[src/core/supervisor_flags_pkg.sv]
// Constants for the supervisor status and event-flag register group.
// Assumes a classic Wishbone slave with 32-bit data and byte addressing.
// Behaviour
// - Monitor B good event latches bit 4.
// - Monitor A good event latches bit 2.
// - Analog supply good event latches bit 0.
// - Sync clock invalid reads 1 at bit 3.
// - Thermal shutdown live at bit 2.
// - Thermal warning live at bit 1.
// - Input overvoltage live at bit 0.
// - Step-down B enabled at bit 7.
// - Step-down B power good at bit 6.
// - Step-down B current limit at bit 4.
// - Step-down A enabled at bit 3.
// - Step-down A power good at bit 2.
// - Step-down A current limit at bit 0.
// - Step-up enabled at bit 3.
// - Step-up power good at bit 2.
// - Step-up current limit at bit 0.
package supervisor_flags_pkg;

	// ----------------------------------------
	// Register indices (byte address = 4 * index)
	// ----------------------------------------
	localparam logic [7:0] IDX_MONITOR_EVENT = 8'h24;
	localparam logic [7:0] IDX_CHIP_COND = 8'h25;
	localparam logic [7:0] IDX_STEP_DOWN = 8'h26;
	localparam logic [7:0] IDX_STEP_UP = 8'h27;
	localparam logic [7:0] IDX_EVENT_MASK = 8'h2b;
	localparam int ADDR_LSB = 2;
	localparam int IDX_W = 8;

	// ----------------------------------------
	// Field positions
	// ----------------------------------------
	localparam int EV_MON_B = 4;
	localparam int EV_MON_A = 2;
	localparam int EV_ANALOG = 0;
	localparam int CC_SYNC_BAD = 3;
	localparam int CC_TSD = 2;
	localparam int CC_TWARN = 1;
	localparam int CC_OVP = 0;
	localparam int SD_B_EN = 7;
	localparam int SD_B_GOOD = 6;
	localparam int SD_B_LIM = 4;
	localparam int SD_A_EN = 3;
	localparam int SD_A_GOOD = 2;
	localparam int SD_A_LIM = 0;
	localparam int SU_EN = 3;
	localparam int SU_GOOD = 2;
	localparam int SU_LIM = 0;

	// ----------------------------------------
	// Reset values and masks
	// ----------------------------------------
	localparam logic [7:0] EVENT_RESET = 8'h00;
	localparam logic [7:0] MASK_RESET = 8'h00;
	localparam logic [7:0] EVENT_BITS = 8'h15;
	localparam logic [31:0] READ_ZERO = 32'h0000_0000;

endpackage

[src/core/event_flag_bit.sv]
// One sticky event flag with write-one-to-clear.
// Assumes event pulses and clear strobes synchronous to clk_i.
module event_flag_bit (
	input wire logic clk_i,
	input wire logic rst_i,
	input wire logic event_i,
	input wire logic clear_i,
	output logic flag_o
);

	always_ff @(posedge clk_i) begin
		if (rst_i) begin
			flag_o <= 1'b0;
		end else if (event_i) begin
			flag_o <= 1'b1;
		end else if (clear_i) begin
			flag_o <= 1'b0;
		end
	end

endmodule

[src/core/supervisor_status_flags.sv]
// Status and event-flag register group of a power supervisor.
// Assumes a classic Wishbone master on clk_i and synchronous live inputs.
module supervisor_status_flags (
	input wire logic clk_i,
	input wire logic rst_i,
	input wire logic cyc_i,
	input wire logic stb_i,
	input wire logic we_i,
	input wire logic [9:0] adr_i,
	input wire logic [3:0] sel_i,
	input wire logic [31:0] dat_i,
	output logic [31:0] dat_o,
	output logic ack_o,
	output logic err_o,
	input wire logic monitor_b_good_event_i,
	input wire logic monitor_a_good_event_i,
	input wire logic analog_supply_good_event_i,
	input wire logic sync_clock_valid_i,
	input wire logic thermal_shutdown_live_i,
	input wire logic thermal_warning_live_i,
	input wire logic input_overvoltage_live_i,
	input wire logic step_down_b_enabled_i,
	input wire logic step_down_b_good_live_i,
	input wire logic step_down_b_limit_live_i,
	input wire logic step_down_a_enabled_i,
	input wire logic step_down_a_good_live_i,
	input wire logic step_down_a_limit_live_i,
	input wire logic step_up_enabled_i,
	input wire logic step_up_good_live_i,
	input wire logic step_up_limit_live_i,
	output logic irq_o
);

	// ----------------------------------------
	// Bus decode
	// ----------------------------------------
	logic req;
	logic [7:0] idx;
	logic hit;
	logic wr_lane0;
	logic [7:0] event_reg;
	logic [7:0] mask_reg;
	logic [7:0] event_raw;
	logic [7:0] clear_strobe;
	logic [7:0] chip_cond;
	logic [7:0] step_down;
	logic [7:0] step_up;
	logic [31:0] rdata_next;

	assign req = cyc_i && stb_i && !ack_o && !err_o;
	assign idx = adr_i[supervisor_flags_pkg::ADDR_LSB +: supervisor_flags_pkg::IDX_W];
	assign hit = (idx == supervisor_flags_pkg::IDX_MONITOR_EVENT)
		|| (idx == supervisor_flags_pkg::IDX_CHIP_COND)
		|| (idx == supervisor_flags_pkg::IDX_STEP_DOWN)
		|| (idx == supervisor_flags_pkg::IDX_STEP_UP)
		|| (idx == supervisor_flags_pkg::IDX_EVENT_MASK);
	assign wr_lane0 = req && hit && we_i && sel_i[0];

	// ----------------------------------------
	// Sticky event flags
	// ----------------------------------------
	always_comb begin
		event_raw = 8'h00;
		event_raw[supervisor_flags_pkg::EV_MON_B] = monitor_b_good_event_i;
		event_raw[supervisor_flags_pkg::EV_MON_A] = monitor_a_good_event_i;
		event_raw[supervisor_flags_pkg::EV_ANALOG] = analog_supply_good_event_i;
	end

	assign clear_strobe = (wr_lane0 && idx == supervisor_flags_pkg::IDX_MONITOR_EVENT)
		? dat_i[7:0] : 8'h00;

	genvar g;
	generate
		for (g = 0; g < 8; g++) begin : g_flag
			if (supervisor_flags_pkg::EVENT_BITS[g]) begin : g_used
				event_flag_bit u_flag (
					.clk_i(clk_i),
					.rst_i(rst_i),
					.event_i(event_raw[g]),
					.clear_i(clear_strobe[g]),
					.flag_o(event_reg[g])
				);
			end else begin : g_unused
				assign event_reg[g] = 1'b0;
			end
		end
	endgenerate

	// ----------------------------------------
	// Interrupt mask
	// ----------------------------------------
	always_ff @(posedge clk_i) begin
		if (rst_i) begin
			mask_reg <= supervisor_flags_pkg::MASK_RESET;
		end else if (wr_lane0 && idx == supervisor_flags_pkg::IDX_EVENT_MASK) begin
			mask_reg <= dat_i[7:0] & supervisor_flags_pkg::EVENT_BITS;
		end
	end

	always_ff @(posedge clk_i) begin
		if (rst_i) begin
			irq_o <= 1'b0;
		end else begin
			irq_o <= |(event_reg & ~mask_reg);
		end
	end

	// ----------------------------------------
	// Live status assembly
	// ----------------------------------------
	always_comb begin
		chip_cond = 8'h00;
		chip_cond[supervisor_flags_pkg::CC_SYNC_BAD] = !sync_clock_valid_i;
		chip_cond[supervisor_flags_pkg::CC_TSD] = thermal_shutdown_live_i;
		chip_cond[supervisor_flags_pkg::CC_TWARN] = thermal_warning_live_i;
		chip_cond[supervisor_flags_pkg::CC_OVP] = input_overvoltage_live_i;
	end

	always_comb begin
		step_down = 8'h00;
		step_down[supervisor_flags_pkg::SD_B_EN] = step_down_b_enabled_i;
		step_down[supervisor_flags_pkg::SD_B_GOOD] = step_down_b_good_live_i;
		step_down[supervisor_flags_pkg::SD_B_LIM] = step_down_b_limit_live_i;
		step_down[supervisor_flags_pkg::SD_A_EN] = step_down_a_enabled_i;
		step_down[supervisor_flags_pkg::SD_A_GOOD] = step_down_a_good_live_i;
		step_down[supervisor_flags_pkg::SD_A_LIM] = step_down_a_limit_live_i;
	end

	always_comb begin
		step_up = 8'h00;
		step_up[supervisor_flags_pkg::SU_EN] = step_up_enabled_i;
		step_up[supervisor_flags_pkg::SU_GOOD] = step_up_good_live_i;
		step_up[supervisor_flags_pkg::SU_LIM] = step_up_limit_live_i;
	end

	// ----------------------------------------
	// Read mux and acknowledge
	// ----------------------------------------
	always_comb begin
		rdata_next = supervisor_flags_pkg::READ_ZERO;
		case (idx)
			supervisor_flags_pkg::IDX_MONITOR_EVENT: rdata_next[7:0] = event_reg;
			supervisor_flags_pkg::IDX_CHIP_COND: rdata_next[7:0] = chip_cond;
			supervisor_flags_pkg::IDX_STEP_DOWN: rdata_next[7:0] = step_down;
			supervisor_flags_pkg::IDX_STEP_UP: rdata_next[7:0] = step_up;
			supervisor_flags_pkg::IDX_EVENT_MASK: rdata_next[7:0] = mask_reg;
			default: rdata_next = supervisor_flags_pkg::READ_ZERO;
		endcase
	end

	always_ff @(posedge clk_i) begin
		if (rst_i) begin
			ack_o <= 1'b0;
			err_o <= 1'b0;
		end else begin
			ack_o <= req && hit;
			err_o <= req && !hit;
		end
	end

	always_ff @(posedge clk_i) begin
		if (rst_i) begin
			dat_o <= supervisor_flags_pkg::READ_ZERO;
		end else if (req && !we_i) begin
			dat_o <= rdata_next;
		end
	end

endmodule

[config.mk]
export PLATFORM = sky130hd
export DESIGN_NAME = supervisor_status_flags
export DESIGN_NICKNAME = d
export VERILOG_FILES = /design/src/core/supervisor_flags_pkg.sv /design/src/core/event_flag_bit.sv /design/src/core/supervisor_status_flags.sv
export SDC_FILE = /design/constraint.sdc
export NUM_CORES = 1
export LEC_CHECK = 0
export ABC_AREA = 0
export BUFFER_PORTS_ARGS = -buffer_cell sky130_fd_sc_hd__clkbuf_2
export CORE_UTILIZATION = 30
export DETAILED_ROUTE_END_ITERATION = 7
export PLACE_DENSITY = 0.74
export SYNTH_ARGS = -nofsm -noshare
export SYNTH_HDL_FRONTEND = slang
export SYNTH_HIERARCHICAL = 1
export SYNTH_SLANG_ARGS = --single-unit
[constraint.sdc]
create_clock -name clk_i -period 1.56 [get_ports clk_i]
set_input_delay 0.078 -clock clk_i [delete_from_list [all_inputs] [get_ports clk_i]]
set_output_delay 0.078 -clock clk_i [all_outputs]
set_load 0.05 [all_outputs]
[Word level (Yosys, flattened, before mapping)]
Index checks and enable logic that the tools add are counted.
Word-level totals
  logic and storage cells: 46
  bits of input ports: 67
  register bits after elaboration: 17
  output and inout bits: 35
Cells by class
  mux-type cells: 8
  bitwise gates (word level): 2
  reductions and logical operators: 23
  equality and inequality tests: 5
Operators by type and width (count)
  equality test 8 x 6 -> 1 bit (second input constant): 5
  one-hot mux 8 bit (5 select lines): 1
  logical AND 1 bit: 10
  bitwise AND 5 x 8 -> 8 bit: 1
  inverter 5 -> 8 bit: 1
  OR reduction 8 bit: 1
  2-to-1 mux 1 bit: 6
  nonzero test 2 bit: 3
  logical NOT 1 bit: 5
  2-to-1 mux 5 bit: 1
  logical OR 1 bit: 4

[Logic depth before layout (Yosys ltp)]
  depth after elaboration: 12
  gate-level depth with buffers: 6
  gate-level depth less buffers: 5

[Modules after synthesis]
Netlist, hierarchy kept.
Modules (own cells, without submodules)
  supervisor_status_flags: sequential area each 260.2 sq um, area each 942.2 sq um, instances 1, cells each 110
  event_flag_bit: sequential area each 20.0 sq um, area each 38.8 sq um, instances 3, cells each 4

[Worst setup path before layout]
No wires, ideal clock.
  path kind: reg-to-reg
  start: reg err_o
  end: reg dat_o[4]
  path buffers: 1
  data required time: 1437 ps
  clock period less this slack: 1668 ps
  arrival: 1545 ps
  cell stages (with the launch flop): 6
  slack: -108 ps
  library setup time: 123 ps
  cells stage by stage: dfxtp_1 -> nand4bb_4 -> or2_2 -> clkbuf_1 -> a221oi_1 -> nor3_2
On the way
  longest elaborated chain between the ends: 3
Ends and longest elaborated chain
  from (decl): RTL line supervisor_status_flags.sv:14  | output logic err_o,
  from (signal assigned): RTL line supervisor_status_flags.sv:157  | err_o <= req && !hit;
  logical NOT 1 bit: RTL line supervisor_status_flags.sv:50  | assign req = cyc_i && stb_i && !ack_o && !err_o;
  logical AND 1 bit: RTL line supervisor_status_flags.sv:50
  logical AND 1 bit: RTL line supervisor_status_flags.sv:164  | end else if (req && !we_i) begin
  to (signal assigned): RTL line supervisor_status_flags.sv:163  | dat_o <= supervisor_flags_pkg::READ_ZERO;
  to (signal assigned): RTL line supervisor_status_flags.sv:165  | dat_o <= rdata_next;
  to (decl): RTL line supervisor_status_flags.sv:12  | output logic [31:0] dat_o,
Every way passes these cells.
A chain may end at the register's enable or synchronous reset.

[Worst setup path in the final report]
  start: reg err_o
  end: reg g_flag[2].g_used.u_flag.flag_o
On the way
  longest elaborated chain between the ends: 8
Ends and longest elaborated chain
  logical NOT 1 bit: RTL line supervisor_status_flags.sv:50
  logical AND 1 bit: RTL line supervisor_status_flags.sv:50
  logical AND 1 bit (3 in a row): RTL line supervisor_status_flags.sv:57  | assign wr_lane0 = req && hit && we_i && sel_i[0];
  logical AND 1 bit: RTL line supervisor_status_flags.sv:69  | assign clear_strobe = (wr_lane0 && idx == supervisor_flags_pkg::IDX_MONITOR_EVENT)
  2-to-1 mux 5 bit: RTL line supervisor_status_flags.sv:70  | ? dat_i[7:0] : 8'h00;
  named net clear_strobe[2]: RTL line supervisor_status_flags.sv:44  | logic [7:0] clear_strobe;
  nonzero test 2 bit (no source line)
  to (signal assigned): RTL line event_flag_bit.sv:13  | flag_o <= 1'b0;
  to (signal assigned): RTL line event_flag_bit.sv:15  | flag_o <= 1'b1;
  to (signal assigned): RTL line event_flag_bit.sv:17  | flag_o <= 1'b0;
  to (decl): RTL line event_flag_bit.sv:8  | output logic flag_o
The timed path passes the listed nets, and every way through them passes these cells.

==> reports/qor.txt <==
Worst path max stage delay: 340 ps
Synth top area cells: dfxtp_1 (30%), buf_4 (18%), mux2i_1 (6.6%), nand2b_1 (3.5%), nor2_1 (3.5%)
Yosys top cell by area: dfxtp_1
Final min period: 1410 ps
Register area: 323 sq um
Design Power: 980 uW
Number of global-route vias before repair: 785
Ports: 102
RSZ-0062 raised after global routing: no
Post-Synthesis Cells: 122
Worst hold path type: in -> reg
EDFF count, synth: 0
Clock tree from TritonCTS: built
Register area share after synthesis: 30.3%
P_leak: 0.619 nW
CTS buffer count: 3
Required @ worst endpoint: 1730 ps
Layout area overhead: 23.8%
Fin Setup TNS: 0 ps
Routed via count: 923
Final hold vios: 0
Seq cells post-synth: 16
Routability congestion estimate: 0.850
Power Density: 748 mW/mm^2
Global-route wire length before repair: 3290 um
TritonRoute pass-1 iters: 4
Antenna diodes: 0
Commonest non-fill, non-tap cell in the layout: clkbuf_2
Antenna-violating nets left: 0
Core Region: 0.00336 sq mm
Initial antenna violation count: 0
Buffers & Inverters on Critical Path: 0
Core Rows: 21
Mean Syn Cell Area: 8.68 sq um
Via/cell ratio: 4.25
Die extent in y: 61.4 um
Most frequent cells in the layout: clkbuf_2 (42), conb_1 (25), dfxtp_1 (14), nor2_1 (10)
Wire length per cell: 9.97 um
Multi-input logic area: 596 sq um
Post-synth ARST share: 0%
CP endpoint kind: flop
Final net count: 239
Port bufs: 42
Skew final: 2.30 ps
CTS H-Tree Depth: 1
Worst path cell trace: nand4bb_4 > nor3_1 > and3_1 > nand2b_1 > a21oi_2
Final WL: 2160 um
Bufs on Longest Clock Path: 2
Final Setup Violations: 0
Status: finished, final reports clean
Clk slew on worst S/H paths: 90 ps
CP Class: reg -> reg
Netlist cell types: 32
Fin Hold WS: 13.2 ps
Die W: 61.4 um
Starting Density: 31.5%
Max FO, Critical Path: 6
Setup bufs post-CTS: 0
Largest net degree at the start of global routing: 17
Maximum VDD drop: 0.191 mV
Synthesized cell area: 0.00106 sq mm
Critical path data arrival time: 1580 ps
Tcrit/Tclk final: 90.6%
Root Buffer Master: clkbuf_4
Clk Latency, worst-skew pair: 290 ps
MaxCap Viol Count: 0
Critical path startpoint category: flop
HPWL Detailed: 1770 um
Die ar.: 0.00377 sq mm
GRT overflow: 0
Achievable Freq: 708 MHz
Clock sink count: 16
Fill cell count: 380
Tot GR Track Use: 12.2%
Yosys top cell area share: 30.3%
Prevailing post-synth register cell: dfxtp_1
Post-route DRC violation count: 0
Slowest CP cell: nor3_1
CP delay by family, top: simple AND/OR/NAND/NOR gates
Synth warnings: 6
Layout cell share with drive strength beyond 1: 38.0%
Initial DRC count: 18
Max reg flops: 7
Slew Limit Fails: 0
==> power breakdown <==
group | switching [mW] | leakage [nW] | internal, mW
sequential | 0.00660 | 0.131 | 0.419
combinational | 0.211 | 0.466 | 0.0690
clock | 0.132 | 0.0210 | 0.142
total | 0.350 | 0.619 | 0.630
==> what timing repair did <==
action                                  4_1_cts  5_1_grt
resized for setup                             0        0
endpoints found under the hold margin         2        0
hold buffers                                  2        0
endpoints found under the setup margin        0        0
==> path summary, 6_finish.rpt <==
check	slack, ps	to	start	cells past startpoint
max	150	g_flag[2].g_used.u_flag/flag_o	err_o	5
min	10	g_flag[2].g_used.u_flag/flag_o	monitor_a_good_event_i	3
max reg2reg	150	g_flag[2].g_used.u_flag/flag_o	err_o	5
min reg2reg	460	dat_o[7]	dat_o[7]	2
==> cell families (layout without fill, tap and decap cells) <==
logic type	after synthesis	after routing	synth area share [%]
AO/OA/AOI/OAI	14	14	9.10
buffers and inverters	35	60	22.0
other	1	25	0.354
multiplexers	8	8	7.68
AND/OR/NAND/NOR	48	48	30.6
flip-flops	16	16	30.3
==> through the flow <==
stage,area [sq um],setup slack [ps],util (%),std cells
after detailed placement,1250,-26.5,37.3,211
after global routing,1310,39.5,39.0,217
after floorplan,1150,8.00,-,146
after CTS,1310,151,39.0,217
final,1310,147,39.0,217
after global placement,1250,-15.5,37.3,211
==> cell usage after synthesis, drive strengths merged, types with 2 or more instances <==
cell	number
o31ai	2
clkbuf	2
nand3b	2
nand4b	2
inv	6
nor3	8
nor4	4
a21oi	9
mux2i	7
dfxtp	16
nand2b	6
nor2	10
and3	3
buf	27
nand2	7
nand4	2
==> final cells by class <==
class | instances | share of cell area [%]
clock buffers | 4 | 2.77
multi-input cells | 95 | 45.5
repair buffers | 50 | 21.0
flip-flops and latches | 16 | 24.6
inverters | 6 | 1.72
well taps | 46 | 4.39
==> routing by layer <==
metal | up-vias | global-route usage, % | wire (um)
met5 | - | 0 | 0
met4 | 0 | 6.67 | 20
met3 | 2 | 2.10 | 154
met2 | 45 | 19.4 | 1000
met1 | 403 | 15.6 | 986
li1 | 473 | - | -
==> worst register-to-register path, delay by kind of cell (launching register included) <==
kind	cells	cell delay, ps
flops	1	330
compound gates	1	50
simple gates	4	910
Note: power is estimated with default switching activity, not from simulation.
